## src/logic/int_prio_pkg.sv

```systemverilog
// package: register map, field layout and shared types of the interrupt priority block
package int_prio_pkg;
    // register indices as printed; byte address is four times the index
    localparam logic [3:0] IDX_PRIO_0 = 4'h0;
    localparam logic [3:0] IDX_PRIO_1 = 4'h1;
    localparam logic [3:0] IDX_PRIO_9 = 4'h9;
    localparam logic [3:0] IDX_CTRL = 4'hc;
    localparam logic [3:0] IDX_EVT_STATUS = 4'hd;
    localparam logic [3:0] IDX_EVT_MASK = 4'he;

    localparam logic [15:0] PRIO_0_WMASK = 16'h3c00;
    localparam logic [15:0] PRIO_1_WMASK = 16'h003f;
    localparam logic [15:0] PRIO_9_WMASK = 16'hffff;
    localparam logic [15:0] PRIO_RESET = 16'h0000;

    localparam int BKPT_LSB = 12;
    localparam int STEP_LSB = 10;
    localparam int RX_LSB = 4;
    localparam int TX_LSB = 2;
    localparam int TRACE_LSB = 0;
    localparam int PWMA_LSB = 14;
    localparam int PWMB_LSB = 12;
    localparam int TMRA2_LSB = 2;
    localparam int TMRA1_LSB = 0;

    localparam int CTRL_NEST_LSB = 13;
    localparam int CTRL_VEC_LSB = 6;
    localparam int CTRL_OFF_BIT = 5;
    localparam int CTRL_ONE_BIT = 4;
    localparam int CTRL_B_LVL_BIT = 3;
    localparam int CTRL_A_LVL_BIT = 2;
    localparam int CTRL_B_EDGE_BIT = 1;
    localparam int CTRL_A_EDGE_BIT = 0;

    // event bits: falling edge seen on pin a / pin b, service routine entered
    localparam int EVT_A_FALL = 0;
    localparam int EVT_B_FALL = 1;
    localparam int EVT_TAKEN = 2;
    localparam int EVT_W = 3;

    typedef struct packed {
        logic [1:0] nest_level;
        logic [6:0] vector;
    } taken_s;
endpackage : int_prio_pkg

```

## src/logic/interrupt_priority_control.sv

```systemverilog
// interrupt priority register slice with wishbone slave and external pin sensing
//
// The Wishbone interface to the registers was left to the implementer.
`timescale 1ns/1ns
`default_nettype none
// What this block does
// priority zero bits 15-14, 9-0 read zero
// bits 13-12 set breakpoint level one to three
// bits 11-10 set step counter level one to three
// timer a channel 2 field codes disabled/levels 0-2
// timer a channel 1 field codes disabled/levels 0-2
// priority nine bits 15-14 pwm a fault level
// priority nine bits 13-12 pwm b fault level
// all priority registers reset to zero
// control 14-13 capture nest level on entry
// nest code gives lowest allowed nested level
// control 12-6 hold last vector on entry
// control bit 5 blocks all source levels and pin requests, not irq_o
// control bit 4 reads one, ignores writes
// control bits 3,2 show pin b, a levels
// control bit 1 selects pin b edge sensing
// low power forces pin b level sensing
// control bit 0 does same for pin a
// priority one holds three low level fields
module interrupt_priority_control
    import int_prio_pkg::*;
(
    input wire logic clk_i,
    input wire logic rst_i,
    input wire logic wb_cyc_i,
    input wire logic wb_stb_i,
    input wire logic wb_we_i,
    input wire logic [5:0] wb_adr_i,
    input wire logic [3:0] wb_sel_i,
    input wire logic [31:0] wb_dat_i,
    output logic [31:0] wb_dat_o,
    output logic wb_ack_o,
    input wire logic ext_int_a_pin_i,
    input wire logic ext_int_b_pin_i,
    input wire logic low_power_i,
    input wire logic isr_enter_i,
    input wire logic [1:0] isr_nest_level_i,
    input wire logic [6:0] isr_vector_i,
    output logic [1:0] debug_breakpoint_level_o,
    output logic [1:0] debug_step_level_o,
    output logic [1:0] debug_rx_level_o,
    output logic [1:0] debug_tx_level_o,
    output logic [1:0] trace_buffer_level_o,
    output logic [2:0] timer_a_ch2_level_o,
    output logic [2:0] timer_a_ch1_level_o,
    output logic [2:0] pwm_a_fault_level_o,
    output logic [2:0] pwm_b_fault_level_o,
    output logic [3:0] min_nest_level_o,
    output logic ext_int_a_req_o,
    output logic ext_int_b_req_o,
    output logic global_int_off_o,
    output logic irq_o
);
    // ==========================================================
    // field decoding
    // 3-bit level: bit 2 enable, bits 1:0 level; code 00 disables.
    // base-0 sources map 01..11 to levels 0..2
    function automatic logic [2:0] base0_level(input logic [1:0] code);
        base0_level = (code == 2'h0) ? 3'h0 : {1'b1, 2'(code - 2'h1)};
    endfunction : base0_level

    // ==========================================================
    // registers
    logic [15:0] prio_0_reg;
    logic [15:0] prio_1_reg;
    logic [15:0] prio_9_reg;
    taken_s taken_reg;
    logic global_int_off_reg;
    logic ext_int_b_edge_sel_reg;
    logic ext_int_a_edge_sel_reg;
    logic [EVT_W-1:0] evt_status_reg;
    logic [EVT_W-1:0] evt_mask_reg;
    logic [1:0] a_sync_reg;
    logic [1:0] b_sync_reg;
    logic a_prev_reg;
    logic b_prev_reg;
    logic a_edge_pend_reg;
    logic b_edge_pend_reg;

    logic bus_req;
    logic wr_stb;
    logic [3:0] reg_idx;
    logic [15:0] wdata;
    logic [15:0] ctrl_view;
    logic [31:0] rdata;
    logic a_fall;
    logic b_fall;
    logic a_edge_mode;
    logic b_edge_mode;
    logic [EVT_W-1:0] evt_set;

    assign bus_req = wb_cyc_i && wb_stb_i && !wb_ack_o;
    assign wr_stb = bus_req && wb_we_i;
    assign reg_idx = wb_adr_i[5:2];
    // low lanes carry the 16-bit registers; each enabled lane writes its own byte
    assign wdata = {wb_sel_i[1] ? wb_dat_i[15:8] : 8'h00, wb_sel_i[0] ? wb_dat_i[7:0] : 8'h00};

    // ==========================================================
    // pin synchronisers
    always_ff @(posedge clk_i) begin
        if (rst_i) begin
            a_sync_reg <= 2'h3;
            b_sync_reg <= 2'h3;
            a_prev_reg <= 1'b1;
            b_prev_reg <= 1'b1;
        end else begin
            a_sync_reg <= {a_sync_reg[0], ext_int_a_pin_i};
            b_sync_reg <= {b_sync_reg[0], ext_int_b_pin_i};
            a_prev_reg <= a_sync_reg[1];
            b_prev_reg <= b_sync_reg[1];
        end
    end

    assign a_fall = a_prev_reg && !a_sync_reg[1];
    assign b_fall = b_prev_reg && !b_sync_reg[1];
    assign b_edge_mode = ext_int_b_edge_sel_reg && !low_power_i;
    assign a_edge_mode = ext_int_a_edge_sel_reg && !low_power_i;

    // ==========================================================
    // write bus byte enables and write masks keep reserved bits zero in priority zero and one; the priority nine mask lets all 16 bits be written
    always_ff @(posedge clk_i) begin
        if (rst_i) begin
            prio_0_reg <= PRIO_RESET;
            prio_1_reg <= PRIO_RESET;
            prio_9_reg <= PRIO_RESET;
        end else if (wr_stb && (wb_sel_i[1:0] != 2'h0)) begin
            unique case (reg_idx)
                IDX_PRIO_0: prio_0_reg <= (prio_0_reg & ~PRIO_0_WMASK)
                    | (wdata & PRIO_0_WMASK & {{8{wb_sel_i[1]}}, {8{wb_sel_i[0]}}});
                IDX_PRIO_1: prio_1_reg <= (prio_1_reg & ~PRIO_1_WMASK)
                    | (wdata & PRIO_1_WMASK & {{8{wb_sel_i[1]}}, {8{wb_sel_i[0]}}});
                IDX_PRIO_9: prio_9_reg <= (prio_9_reg & ~({{8{wb_sel_i[1]}}, {8{wb_sel_i[0]}}}))
                    | (wdata & PRIO_9_WMASK & {{8{wb_sel_i[1]}}, {8{wb_sel_i[0]}}});
                default: begin
                end
            endcase
        end
    end

    // control register writable bits live in the low byte
    always_ff @(posedge clk_i) begin
        if (rst_i) begin
            global_int_off_reg <= 1'b0;
            ext_int_b_edge_sel_reg <= 1'b0;
            ext_int_a_edge_sel_reg <= 1'b0;
        end else if (wr_stb && wb_sel_i[0] && reg_idx == IDX_CTRL) begin
            global_int_off_reg <= wb_dat_i[CTRL_OFF_BIT];
            ext_int_b_edge_sel_reg <= wb_dat_i[CTRL_B_EDGE_BIT];
            ext_int_a_edge_sel_reg <= wb_dat_i[CTRL_A_EDGE_BIT];
        end
    end

    // captured only on service routine entry, so a nested entry overwrites it
    always_ff @(posedge clk_i) begin
        if (rst_i) begin
            taken_reg <= '0;
        end else if (isr_enter_i) begin
            taken_reg.nest_level <= isr_nest_level_i;
            taken_reg.vector <= isr_vector_i;
        end
    end

    // ==========================================================
    // edge latches for the pin requests; cleared when the routine is entered, unless a new fall on that pin comes in the same cycle
    always_ff @(posedge clk_i) begin
        if (rst_i) begin
            a_edge_pend_reg <= 1'b0;
            b_edge_pend_reg <= 1'b0;
        end else begin
            if (!a_edge_mode) begin
                a_edge_pend_reg <= 1'b0;
            end else if (a_fall) begin
                a_edge_pend_reg <= 1'b1;
            end else if (isr_enter_i) begin
                a_edge_pend_reg <= 1'b0;
            end
            if (!b_edge_mode) begin
                b_edge_pend_reg <= 1'b0;
            end else if (b_fall) begin
                b_edge_pend_reg <= 1'b1;
            end else if (isr_enter_i) begin
                b_edge_pend_reg <= 1'b0;
            end
        end
    end

    // ==========================================================
    // event status and mask; set wins over write-one-to-clear
    assign evt_set = {isr_enter_i, b_fall, a_fall};

    always_ff @(posedge clk_i) begin
        if (rst_i) begin
            evt_status_reg <= '0;
        end else if (wr_stb && wb_sel_i[0] && reg_idx == IDX_EVT_STATUS) begin
            evt_status_reg <= (evt_status_reg & ~wb_dat_i[EVT_W-1:0]) | evt_set;
        end else begin
            evt_status_reg <= evt_status_reg | evt_set;
        end
    end

    always_ff @(posedge clk_i) begin
        if (rst_i) begin
            evt_mask_reg <= '0;
        end else if (wr_stb && wb_sel_i[0] && reg_idx == IDX_EVT_MASK) begin
            evt_mask_reg <= wb_dat_i[EVT_W-1:0];
        end
    end

    // ==========================================================
    // read mux and ack: one wait-free cycle, answer in the cycle after the request
    always_comb begin
        ctrl_view = 16'h0000;
        ctrl_view[CTRL_NEST_LSB +: 2] = taken_reg.nest_level;
        ctrl_view[CTRL_VEC_LSB +: 7] = taken_reg.vector;
        ctrl_view[CTRL_OFF_BIT] = global_int_off_reg;
        ctrl_view[CTRL_ONE_BIT] = 1'b1;
        ctrl_view[CTRL_B_LVL_BIT] = b_sync_reg[1];
        ctrl_view[CTRL_A_LVL_BIT] = a_sync_reg[1];
        ctrl_view[CTRL_B_EDGE_BIT] = ext_int_b_edge_sel_reg;
        ctrl_view[CTRL_A_EDGE_BIT] = ext_int_a_edge_sel_reg;
        unique case (reg_idx)
            IDX_PRIO_0: rdata = {16'h0000, prio_0_reg};
            IDX_PRIO_1: rdata = {16'h0000, prio_1_reg};
            IDX_PRIO_9: rdata = {16'h0000, prio_9_reg};
            IDX_CTRL: rdata = {16'h0000, ctrl_view};
            IDX_EVT_STATUS: rdata = {29'h0000000, evt_status_reg};
            IDX_EVT_MASK: rdata = {29'h0000000, evt_mask_reg};
            default: rdata = 32'h00000000;
        endcase
    end

    always_ff @(posedge clk_i) begin
        if (rst_i) begin
            wb_ack_o <= 1'b0;
            wb_dat_o <= 32'h00000000;
        end else begin
            wb_ack_o <= bus_req;
            wb_dat_o <= (bus_req && !wb_we_i) ? rdata : 32'h00000000;
        end
    end

    // ==========================================================
    // level outputs toward the core arbiter; global off forces every source level and pin request off
    always_ff @(posedge clk_i) begin
        if (rst_i) begin
            debug_breakpoint_level_o <= 2'h0;
            debug_step_level_o <= 2'h0;
            debug_rx_level_o <= 2'h0;
            debug_tx_level_o <= 2'h0;
            trace_buffer_level_o <= 2'h0;
            timer_a_ch2_level_o <= 3'h0;
            timer_a_ch1_level_o <= 3'h0;
            pwm_a_fault_level_o <= 3'h0;
            pwm_b_fault_level_o <= 3'h0;
            min_nest_level_o <= 4'h1;
            ext_int_a_req_o <= 1'b0;
            ext_int_b_req_o <= 1'b0;
            global_int_off_o <= 1'b0;
            irq_o <= 1'b0;
        end else begin
            // base-1 sources: the code is the level itself, 0 means disabled
            debug_breakpoint_level_o <= global_int_off_reg ? 2'h0 : prio_0_reg[BKPT_LSB +: 2];
            debug_step_level_o <= global_int_off_reg ? 2'h0 : prio_0_reg[STEP_LSB +: 2];
            debug_rx_level_o <= global_int_off_reg ? 2'h0 : prio_1_reg[RX_LSB +: 2];
            debug_tx_level_o <= global_int_off_reg ? 2'h0 : prio_1_reg[TX_LSB +: 2];
            trace_buffer_level_o <= global_int_off_reg ? 2'h0 : prio_1_reg[TRACE_LSB +: 2];
            timer_a_ch2_level_o <= global_int_off_reg ? 3'h0 : base0_level(prio_9_reg[TMRA2_LSB +: 2]);
            timer_a_ch1_level_o <= global_int_off_reg ? 3'h0 : base0_level(prio_9_reg[TMRA1_LSB +: 2]);
            pwm_a_fault_level_o <= global_int_off_reg ? 3'h0 : base0_level(prio_9_reg[PWMA_LSB +: 2]);
            pwm_b_fault_level_o <= global_int_off_reg ? 3'h0 : base0_level(prio_9_reg[PWMB_LSB +: 2]);
            // thermometer of allowed nested levels 3..0
            min_nest_level_o <= 4'hf << taken_reg.nest_level;
            ext_int_a_req_o <= !global_int_off_reg && (a_edge_mode ? a_edge_pend_reg : !a_sync_reg[1]);
            ext_int_b_req_o <= !global_int_off_reg && (b_edge_mode ? b_edge_pend_reg : !b_sync_reg[1]);
            global_int_off_o <= global_int_off_reg;
            irq_o <= |(evt_status_reg & evt_mask_reg);
        end
    end
endmodule : interrupt_priority_control
`default_nettype wire

```

## config.mk

```make
export PLATFORM = sky130hd
export DESIGN_NAME = interrupt_priority_control
export DESIGN_NICKNAME = d
export VERILOG_FILES = /design/src/logic/int_prio_pkg.sv /design/src/logic/interrupt_priority_control.sv
export SDC_FILE = /design/constraint.sdc
export NUM_CORES = 1
export LEC_CHECK = 0
export BUFFER_PORTS_ARGS = -buffer_cell sky130_fd_sc_hd__buf_2
export CAP_MARGIN = 5
export CORE_MARGIN = 2
export CORE_UTILIZATION = 45
export DETAILED_ROUTE_END_ITERATION = 8
export GPL_TIMING_DRIVEN = 0
export PLACE_DENSITY = 0.72
export SLEW_MARGIN = 10
export SYNTH_ARGS = -nofsm -noshare
export SYNTH_HDL_FRONTEND = slang
export SYNTH_SLANG_ARGS = --single-unit
```

## constraint.sdc

```tcl
create_clock -name clk_i -period 3.2 [get_ports clk_i]
set_clock_uncertainty 0.15 [all_clocks]
set_input_delay 0.48 -clock clk_i [delete_from_list [all_inputs] [get_ports clk_i]]
set_output_delay 0.48 -clock clk_i [all_outputs]
set_load 0.02 [all_outputs]
```

**Yosys cells after proc, flatten, opt, wreduce, memory -nomap -nowiden**

Cells that the tools add are included.

- Flip-flop bits (word level): 137
- Output and inout port bits: 63
- Input port bits: 60
- Logic and storage cells: 116

- Bitwise gates (word level): 16
- Muxes and demuxes: 13
- $add $sub $neg: 4
- Reduce and logical (&&, ||, !) cells: 41
- Shift-type cells: 1
- Equality and inequality tests: 5

Operators by type and width:

| kind | number |
|---|---|
| 16-bit one-hot mux with 6 select lines | 1 |
| 16-bit OR | 3 |
| 16-bit AND | 2 |
| 14-bit by 16-bit AND with 16-bit output | 1 |
| 6-bit by 16-bit AND with 16-bit output | 1 |
| 4-bit == test (second input constant) | 4 |
| 8-bit two-way mux | 2 |
| 16-bit NOT | 1 |
| 1-bit logical AND | 15 |
| 3-bit two-way mux | 5 |
| 3-bit OR reduction | 5 |
| 2-bit logical NOT | 4 |
| 2-bit OR reduction | 4 |
| 2-bit by 1-bit subtractor with 2-bit output (second input constant) | 4 |
| 3-bit AND | 2 |
| 1-bit logical NOT | 6 |
| 3-bit OR | 2 |
| 2-bit AND reduction | 3 |
| 2-bit nonzero test | 3 |
| 1-bit two-way mux | 5 |
| 4-bit by 1-bit == test with 1-bit output (second input constant) | 1 |
| 4-bit logical NOT | 1 |
| 4-bit by 2-bit << shifter with 4-bit output (first input constant) | 1 |
| 1-bit NOT | 3 |
| 3-bit NOT | 1 |

**Logic depth before layout (Yosys ltp)**

Gate-level depths: netlist of the first run.

- Word-level depth: 6
- Mapped depth: 6
- Gate-level depth less buffers: 4

**Least setup slack after synthesis of the first run**

Ideal clock, no wire load.

- Kind: input port to flip-flop
- From: input port wb_adr_i[5]
- To: register prio_1_reg[3]
- Data arrival time: 1.357 ns
- Setup time: 0.132 ns
- Path buffers: 1
- Data required time: 2.918 ns
- Slack: 1.561 ns
- Stages: 5
- Path through: buf_6 nor4b_4 o211ai_1 nand2_1 a21oi_1

- Longest elaborated chain between the ends: 2

Ends and longest elaborated chain:

| what | line | text |
|---|---|---|
| start: declaration | interrupt_priority_control.sv:33 | `input wire logic [5:0] wb_adr_i,` |
| 4-bit by 1-bit == test with 1-bit output | interrupt_priority_control.sv:132 | `unique case (reg_idx)` |
| 2-bit AND reduction (no line) | -- |  |
| end signal: assignment | interrupt_priority_control.sv:135 | `IDX_PRIO_1: prio_1_reg <= (prio_1_reg & ~PRIO_1_WMASK)` |
| end: declaration | interrupt_priority_control.sv:70 | `logic [15:0] prio_1_reg;` |

No other way between the ends.
A chain may end at the register's enable or synchronous reset.

**Worst setup path after layout of the first run**

- From: register global_int_off_reg
- To: register timer_a_ch2_level_o[0]

- Longest elaborated chain between the ends: 1

Ends and longest elaborated chain:

| what | line | text |
|---|---|---|
| start: declaration | interrupt_priority_control.sv:73 | `logic global_int_off_reg;` |
| start signal: assignment | interrupt_priority_control.sv:152 | `global_int_off_reg <= wb_dat_i[CTRL_OFF_BIT];` |
| 3-bit OR reduction (no line) | -- |  |
| end signal: assignment | interrupt_priority_control.sv:272 | `timer_a_ch2_level_o <= global_int_off_reg ? 3'h0 : base0_level(prio_9_reg[TMRA2_LSB +: 2]);` |
| end: declaration | interrupt_priority_control.sv:49 | `output logic [2:0] timer_a_ch2_level_o,` |

No other way between the ends.

==> results of run 1 <==
-- through the flow --
stage | instances | setup WS (ns) | hold WS (ns)
after global placement | 586 | 1.24 | 0.243
after floorplan | 397 | 1.56 | 0.239
after global routing | 602 | 1.37 | 0.151
after CTS | 602 | 1.48 | 0.139
final | 602 | 1.49 | 0.150
after detailed placement | 586 | 1.18 | 0.247
-- power by group --
group / internal [mW] / switching [mW]
combinational: 0.0684 / 0.107
sequential: 1.25 / 0.0100
clock: 0.331 / 0.418
total: 1.65 / 0.534
-- area by class of cell --
class	count	area, um2	area share (%)
Clock buffer	12	155	3.38
Inverter	14	52.6	1.15
Buffer	36	236	5.16
Timing Repair Buffer	84	420	9.17
Multi-Input combinational cell	248	1580	34.3
Clock inverter	4	33.8	0.736
Sequential cell	99	1980	43.2
Tap cell	105	131	2.86
-- cell usage in the layout (no fill, tap or decap), drive strengths merged --
cell,count
a22o,4
a222oi,1
ha,4
nor3,13
a21oi,19
mux2,2
a221oi,3
a211oi,2
nand3b,1
a21boi,2
nor4b,1
a32oi,1
or2,7
inv,15
nor2b,6
clkbuf,21
o211a,2
nor2,56
buf,111
and4b,2
o211ai,2
o21ai,4
conb,16
clkinvlp,1
dfxtp,99
a21o,1
nor4bb,2
clkinv,2
nand2b,4
mux2i,34
a22oi,10
nor4,1
nand2,19
and2,11
nand3,16
o31ai,1
nand4,1
-- logic make-up (layout without fill, tap and decap cells) --
logic type      Yosys count  count (layout)  synth area share, %
simple gates            140             140                 19.5
flops                    99              99                 52.3
compound gates           52              52                 9.61
buf+inv                  50             150                 7.63
mux                      36              36                 9.57
fa+ha+maj                 4               4                 1.32
other cells               1              16               0.0989
-- worst min path at each step --
stage | startpoint | to | slack [ns] | cells past startpoint
after floorplan | a_sync_reg[0] | a_sync_reg[1] | 0.24 | 1
after global placement | b_sync_reg[0] | b_sync_reg[1] | 0.24 | 1
after detailed placement | a_sync_reg[0] | a_sync_reg[1] | 0.25 | 1
after CTS | ext_int_a_pin_i | a_sync_reg[0] | 0.14 | 2
after global routing | ext_int_b_pin_i | b_sync_reg[0] | 0.15 | 2
final | ext_int_a_pin_i | a_sync_reg[0] | 0.15 | 2
-- metal layers --
metal  global-route usage, %  vias to the layer above  share of wire [%]
li1                        -                     1485                  -
met1                    23.9                     1403                 42
met2                    32.1                       94                 49
met3                    3.45                       15                6.9
met4                    8.69                        0                2.2
met5                       0                        -                  0
==> results.cfg, run 1 <==
[setup_path]
crit_chain = or2_2 > clkbuf_1 > clkbuf_1 > nor3_1
worstReg2RegStart = global_int_off_reg
max_stage_delay_ns = 0.44
cp_top_family = buffers and inverters
cp_num_cells = 4
r2r-end = timer_a_ch2_level_o[0]
critical_path_required_ns = 3.29
crit_path_end_kind = register
rrSetupSlack_ns = 1.49
cp_num_buf_inv = 2
cp-startpoint = global_int_off_reg
crit_slowest_cell = dfxtp_1
crit_top_cell = clkbuf_1
worstPathArrival_ns = 1.80
crit_fanout = 10
crit_end = timer_a_ch2_level_o[0]
critical_path_class = register to register
cp-start-kind = register
worstRegToRegCells = 4

[global_route]
grt_pass1_wl_um = 13100
grt_pass1_vias = 2671
grt_overflow = 0
grt_max_degree = 17
antenna_found_initial = 0
grt_use_total_pct = 19.1

[outcome]
outcome = completed

[floorplanning]
dieArea_um2 = 9170
boundaryPins = 123
core_um2 = 8180
die_x_um = 95.8
start_util_pct = 46.4
die_y_um = 95.8
rows = 33

[logic_synthesis]
synth.distinct_cells = 44
ys_seq_area_share_pct = 52.3
synth_area_leader_cell = dfxtp_1
synthCells = 382
synth_edf_count = 0
yosys_warnings = 0
yosysMostFrequentCell = dfxtp_1
synth_common_cells = dfxtp_1 (99), nor2_1 (56), mux2i_1 (34)
netlist_area_um2 = 3790
syn_area_per_cell_um2 = 9.92
yosys-top-cells-area = dfxtp_1 (52%), mux2i_1 (9.0%), nor2_1 (5.5%)
ys_ff_latch = 99
async_reset_ff_share_pct = 0
synth_top_area_share_pct = 52.3
synth_ff_type = dfxtp_1

[detailed_routing]
via_per_inst = 4.98
drtIter0Drc = 159
post_drt_wl_per_cell_um = 14.5
drc = 0
routed_wl_um = 8710
dr.pass1.iters = 4
num_vias = 2997
final_antenna_net_count = 0

[timing]
setup_tns_ns = 0
finalHoldViolCount = 0
rsz0062_at_grt = false
setup_viol = 0
tightest_slew_ns = 0.632
fmax_mhz = 585
maxSlewViolCount = 0
final.period_utilization_pct = 53.4
period_needed_ns = 1.71
slew_headroom_pct = 57.9

[placed_design]
place_area_um2 = 4400
place_congestion = 0.877
portBuffers = 84
dpl.hpwl_um = 6650

[clock_tree]
cts.sinks = 99
root_buffer = clkbuf_8
clk_latency_ns = 0.36
postCtsSetupBuffers = 0
holdBufCountCts = 0
cts_tree = done
cts_made_buffers = 9
clock_path_buffers = 2
cts.clk_slew.worst_paths_ns = 0.09
cts_resized = 0
htreeDepth = 3

[final_layout]
layout.nets = 556
stdcell_area_um2 = 4590
fill_cells = 793
area_growth_pct = 21.0
drive_gt1_share_pct = 29.2
antenna_cells = 0
final_core_util_pct = 56.1

[worst_hold_path]
hold_class = input port to register

[power]
p_leak_nw = 2.15
powerDensity_nw_per_um2 = 476
vdd_drop_max_mv = 0.236
power_mw = 2.18

[flow_run]
max-cap-violations = 0
Note: power is estimated with default switching activity, not from simulation.
==> run 2, diff against run 1 <==
- clock period: 3.2 -> 1.7 ns (I/O delays scaled with it)
==> run 2 against run 1 <==
  * Utilization grew 2.5 points
  * Global-route usage grew 0.47 points
  * Register-to-register slack lost 1.4 ns
  * Count of clock-buffer cells in the layout is the same
  * Worst hold slack lost 0.15 ns
  * Worst setup slack lost 1.4 ns
  * Power grew 90%
  * First-iteration DRC count grew 5.0%
  * Non-clock buffer count grew 20
==> results.cfg, run 2 (synthesis results as in run 1) <==
[floorplanning]
die_x_um = 95.8
dieArea_um2 = 9170
boundaryPins = 123
core_um2 = 8180
die_y_um = 95.8
rows = 33
start_util_pct = 46.4

[final_layout]
antenna_cells = 0
mostFrequentLayoutCells = dfxtp_1 (99), buf_2 (89), nor2_1 (56)
area_growth_pct = 26.3
layout_commonest_cell = dfxtp_1
fin_cells = 622
layout.nets = 576
drive_gt1_share_pct = 28.2

[global_route]
grt_pass1_wl_um = 13400
grt_pass1_vias = 2783
antenna_found_initial = 0
grt_max_degree = 17
grt_use_total_pct = 19.6
grt_overflow = 0

[timing]
slew_headroom_pct = 58.4
fmax_mhz = 614
finalHoldViolCount = 0
period_needed_ns = 1.63
setup_viol = 0
maxSlewViolCount = 0
rsz0062_at_grt = false
tightest_slew_ns = 0.624
setup_tns_ns = 0
final.period_utilization_pct = 95.8
fin_hold_ws_ns = 0.00222
layout_setup_ws_ns = 0.0721

[setup_path]
crit_path_end_kind = register
worstReg2RegStart = wb_ack_o
crit_fanout = 9
r2r-end = prio_1_reg[4]
worstRegToRegCells = 5
rrSetupSlack_ns = 0.07
worstPathArrival_ns = 1.70
critical_path_class = register to register
critical_path_required_ns = 1.77
cp-start-kind = register

[power]
p_leak_nw = 2.23
power_mw = 4.14
vdd_drop_max_mv = 0.444
powerDensity_nw_per_um2 = 865

[worst_hold_path]
holdPathEnd = ctrl_view[10]
whs_path_depth = 3
min-delay-start = isr_vector_i[4]
hold_class = input port to register

[clock_tree]
cts_tree = done
root_buffer = clkbuf_8
cts.sinks = 99
cts_made_buffers = 9
htreeDepth = 3
clk_latency_ns = 0.36
cts.clk_slew.worst_paths_ns = 0.09
clock_path_buffers = 2

[detailed_routing]
routed_wl_um = 8960
num_vias = 3078
post_drt_wl_per_cell_um = 14.4
dr.pass1.iters = 4
drc = 0
drtIter0Drc = 167
via_per_inst = 4.95
final_antenna_net_count = 0

[placed_design]
portBuffers = 84
place_congestion = 0.877
post-place-ws_ns = -0.0988
placed_cells = 586
dpl.hpwl_um = 6650

[outcome]
outcome = completed

[flow_run]
max-cap-violations = 0
[run 2: stage by stage]
| stage | util (%) | instance area (um2) |
|---|---|---|
| 4_1_cts | 58.6 | 4790 |
| 3_3_place_gp | 53.8 | 4400 |
| 5_1_grt | 58.6 | 4790 |
| 2_1_floorplan | - | 3850 |
| 6_report | 58.6 | 4790 |
| 3_5_place_dp | 53.8 | 4400 |
[run 2: where the power goes]
| group | switching [mW] | internal (mW) | total, mW |
|---|---|---|---|
| registers | 0.0190 | 2.35 | 2.37 |
| logic | 0.207 | 0.159 | 0.366 |
| clock network | 0.784 | 0.623 | 1.41 |
| total | 1.01 | 3.13 | 4.14 |
[run 2: per-layer routing]
layer / up-vias / share of wire, % / track usage (%)
li1: 1522 / - / -
met1: 1426 / 41 / 24.4
met2: 114 / 50 / 33.0
met3: 16 / 6.4 / 3.05
met4: 0 / 2.3 / 9.40
met5: - / 0 / 0
[run 2: area by class of cell]
class / instances / area, um2
buffer: 36 / 238
timing repair buffer: 104 / 621
clock inverter: 4 / 33.8
sequential: 99 / 1980
inverter: 14 / 52.6
fill: 769 / 3390
tap: 105 / 131
clock buffer: 12 / 155
multi-input combinational: 248 / 1580
[run 2: critical path: stages, from the launching register on]
cell and delay, ns:
dfxtp_1 0.33, and4b_1 0.23, buf_2 0.26, o211ai_1 0.29
nand2_1 0.16, a21oi_1 0.07
[run 2: how the worst max path moves through the flow]
stage               slack (ns)   startpoint  cells past startpoint               to
CTS                       0.08     wb_ack_o                      5    prio_1_reg[4]
finish                    0.07     wb_ack_o                      5    prio_1_reg[4]
global route            0.0009     wb_ack_o                      5         register
detailed placement        -0.1  wb_adr_i[5]                      6    prio_1_reg[4]
global placement         -0.04  wb_adr_i[5]                      6    prio_1_reg[1]
floorplan                 0.18     wb_ack_o                      5  evt_mask_reg[0]
[run 2: what timing repair did]
action | in CTS | in global routing
hold endpoints to repair | 20 | 0
gates resized for setup | 1 | 0
setup buffers | 0 | 0
hold buffers | 20 | 0
endpoints found under the setup margin | 3 | 0
==> run 3, diff against run 2 <==
- MAX_ROUTING_LAYER: unset -> met4
==> run 3 against run 2 <==
  * Worst hold slack better by 0.014 ns
  * Fmax increased by 4.5%
  * Wire length increased by 1.5%
==> results.cfg, run 3 (synthesis results as in run 1) <==
[global_route]
grt_use_total_pct = 20.9
grt_pass1_vias = 2867
grt_overflow = 0
antenna_found_initial = 0
grt_max_degree = 17
grt_pass1_wl_um = 13900

[clock_tree]
root_buffer = clkbuf_8
clock_path_buffers = 2
htreeDepth = 3
cts_made_buffers = 9
cts_tree = done
clk_latency_ns = 0.37
cts.clk_slew.worst_paths_ns = 0.09
cts.sinks = 99

[detailed_routing]
post_drt_wl_per_cell_um = 14.5
dr.pass1.iters = 5
final_antenna_net_count = 0
drtIter0Drc = 164
via_per_inst = 4.92
drc = 0
routed_wl_um = 9090
num_vias = 3075

[setup_path]
worstRegToRegCells = 5
cp-startpoint = wb_ack_o
critical_path_required_ns = 1.77
worstReg2RegStart = wb_ack_o
cp-start-kind = register
rrSetupSlack_ns = 0.14
crit_path_end_kind = register
worstPathArrival_ns = 1.63
crit_fanout = 9
critical_path_class = register to register

[final_layout]
layout.nets = 579
antenna_cells = 0
area_growth_pct = 26.9
layout_commonest_cell = dfxtp_1
mostFrequentLayoutCells = dfxtp_1 (99), buf_2 (88), nor2_1 (56)
stdcell_area_um2 = 4810
drive_gt1_share_pct = 28.3
final_core_util_pct = 58.8

[power]
pwr-share-seq_pct = 57.6
p_int_mw = 3.08
vdd_drop_max_mv = 0.316
swShare_pct = 25.1
clkPwrFrac_pct = 33.3
p_sw_mw = 1.03
power_mw = 4.11
p_leak_nw = 2.24
comb_power_share_pct = 9.1
powerDensity_nw_per_um2 = 855

[placed_design]
post-place-ws_ns = -0.0722
portBuffers = 84
place_congestion = 0.891
dpl.hpwl_um = 6520
place_area_um2 = 4400

[worst_hold_path]
min-delay-start = wb_dat_i[10]
hold_class = input port to register
whs_path_depth = 3

[floorplanning]
core_um2 = 8180
boundaryPins = 123
die_x_um = 95.8
die_y_um = 95.8
rows = 33
dieArea_um2 = 9170
start_util_pct = 46.4

[timing]
fin_hold_ws_ns = 0.0159
layout_setup_ws_ns = 0.142
maxSlewViolCount = 0
slew_headroom_pct = 58.9
fmax_mhz = 642
finalHoldViolCount = 0
setup_viol = 0
tightest_slew_ns = 0.616
final.period_utilization_pct = 91.7
rsz0062_at_grt = false
period_needed_ns = 1.56

[outcome]
outcome = completed

[flow_run]
max-cap-violations = 0
[run 3: stage by stage]
stage	TNS [ns]	std cells
floorplan	0	397
global placement	-0.297	586
detailed placement	-0.406	586
CTS	0	625
global route	0	625
finish	0	625
[run 3: worst max-delay path, cell delays in order (launching register included)]
cell and delay, ns:
dfxtp_1 0.33, and4b_1 0.23, clkbuf_4 0.23, o211ai_1 0.27
nand2_1 0.15, a21oi_1 0.07
[run 3: final cells by class]
class | instances | area [um2]
Buffer | 36 | 240
Clock buffer | 10 | 138
Clock inverter | 6 | 41.3
Fill cell | 748 | 3360
Inverter | 14 | 52.6
Multi-Input combinational cell | 248 | 1580
Sequential cell | 99 | 1980
Tap cell | 105 | 131
Timing Repair Buffer | 107 | 651
[run 3: worst paths after layout]
path                                       to
worst max register to register  prio_1_reg[0]
worst min register to register  b_sync_reg[1]
worst min-delay path                 register
worst max-delay path            prio_1_reg[0]
[run 3: per-layer routing]
metal	global-route usage [%]	wire length, um	vias to the layer above
li1	-	-	1525
met1	25.2	3850	1425
met2	34.8	4580	107
met3	2.82	512	18
met4	9.29	159	0
met5	-	0	-
[run 3: power by group through the flow]
stage	Combinational, mW	Clock (mW)	Sequential (mW)
floorplan	0.201	0	2.43
CTS	0.370	1.40	2.37
detailed placement	0.329	0	2.42
finish	0.374	1.37	2.37
global route	0.402	1.49	2.37
global placement	0.325	0	2.42
[run 3: what timing repair did]
| action | in CTS | in global routing |
|---|---|---|
| hold buffers | 23 | 0 |
| buffers inserted | 0 | 0 |
| resized for setup | 0 | 3 |
| hold endpoints to repair | 27 | 0 |
| endpoints found under the setup margin | 0 | 12 |
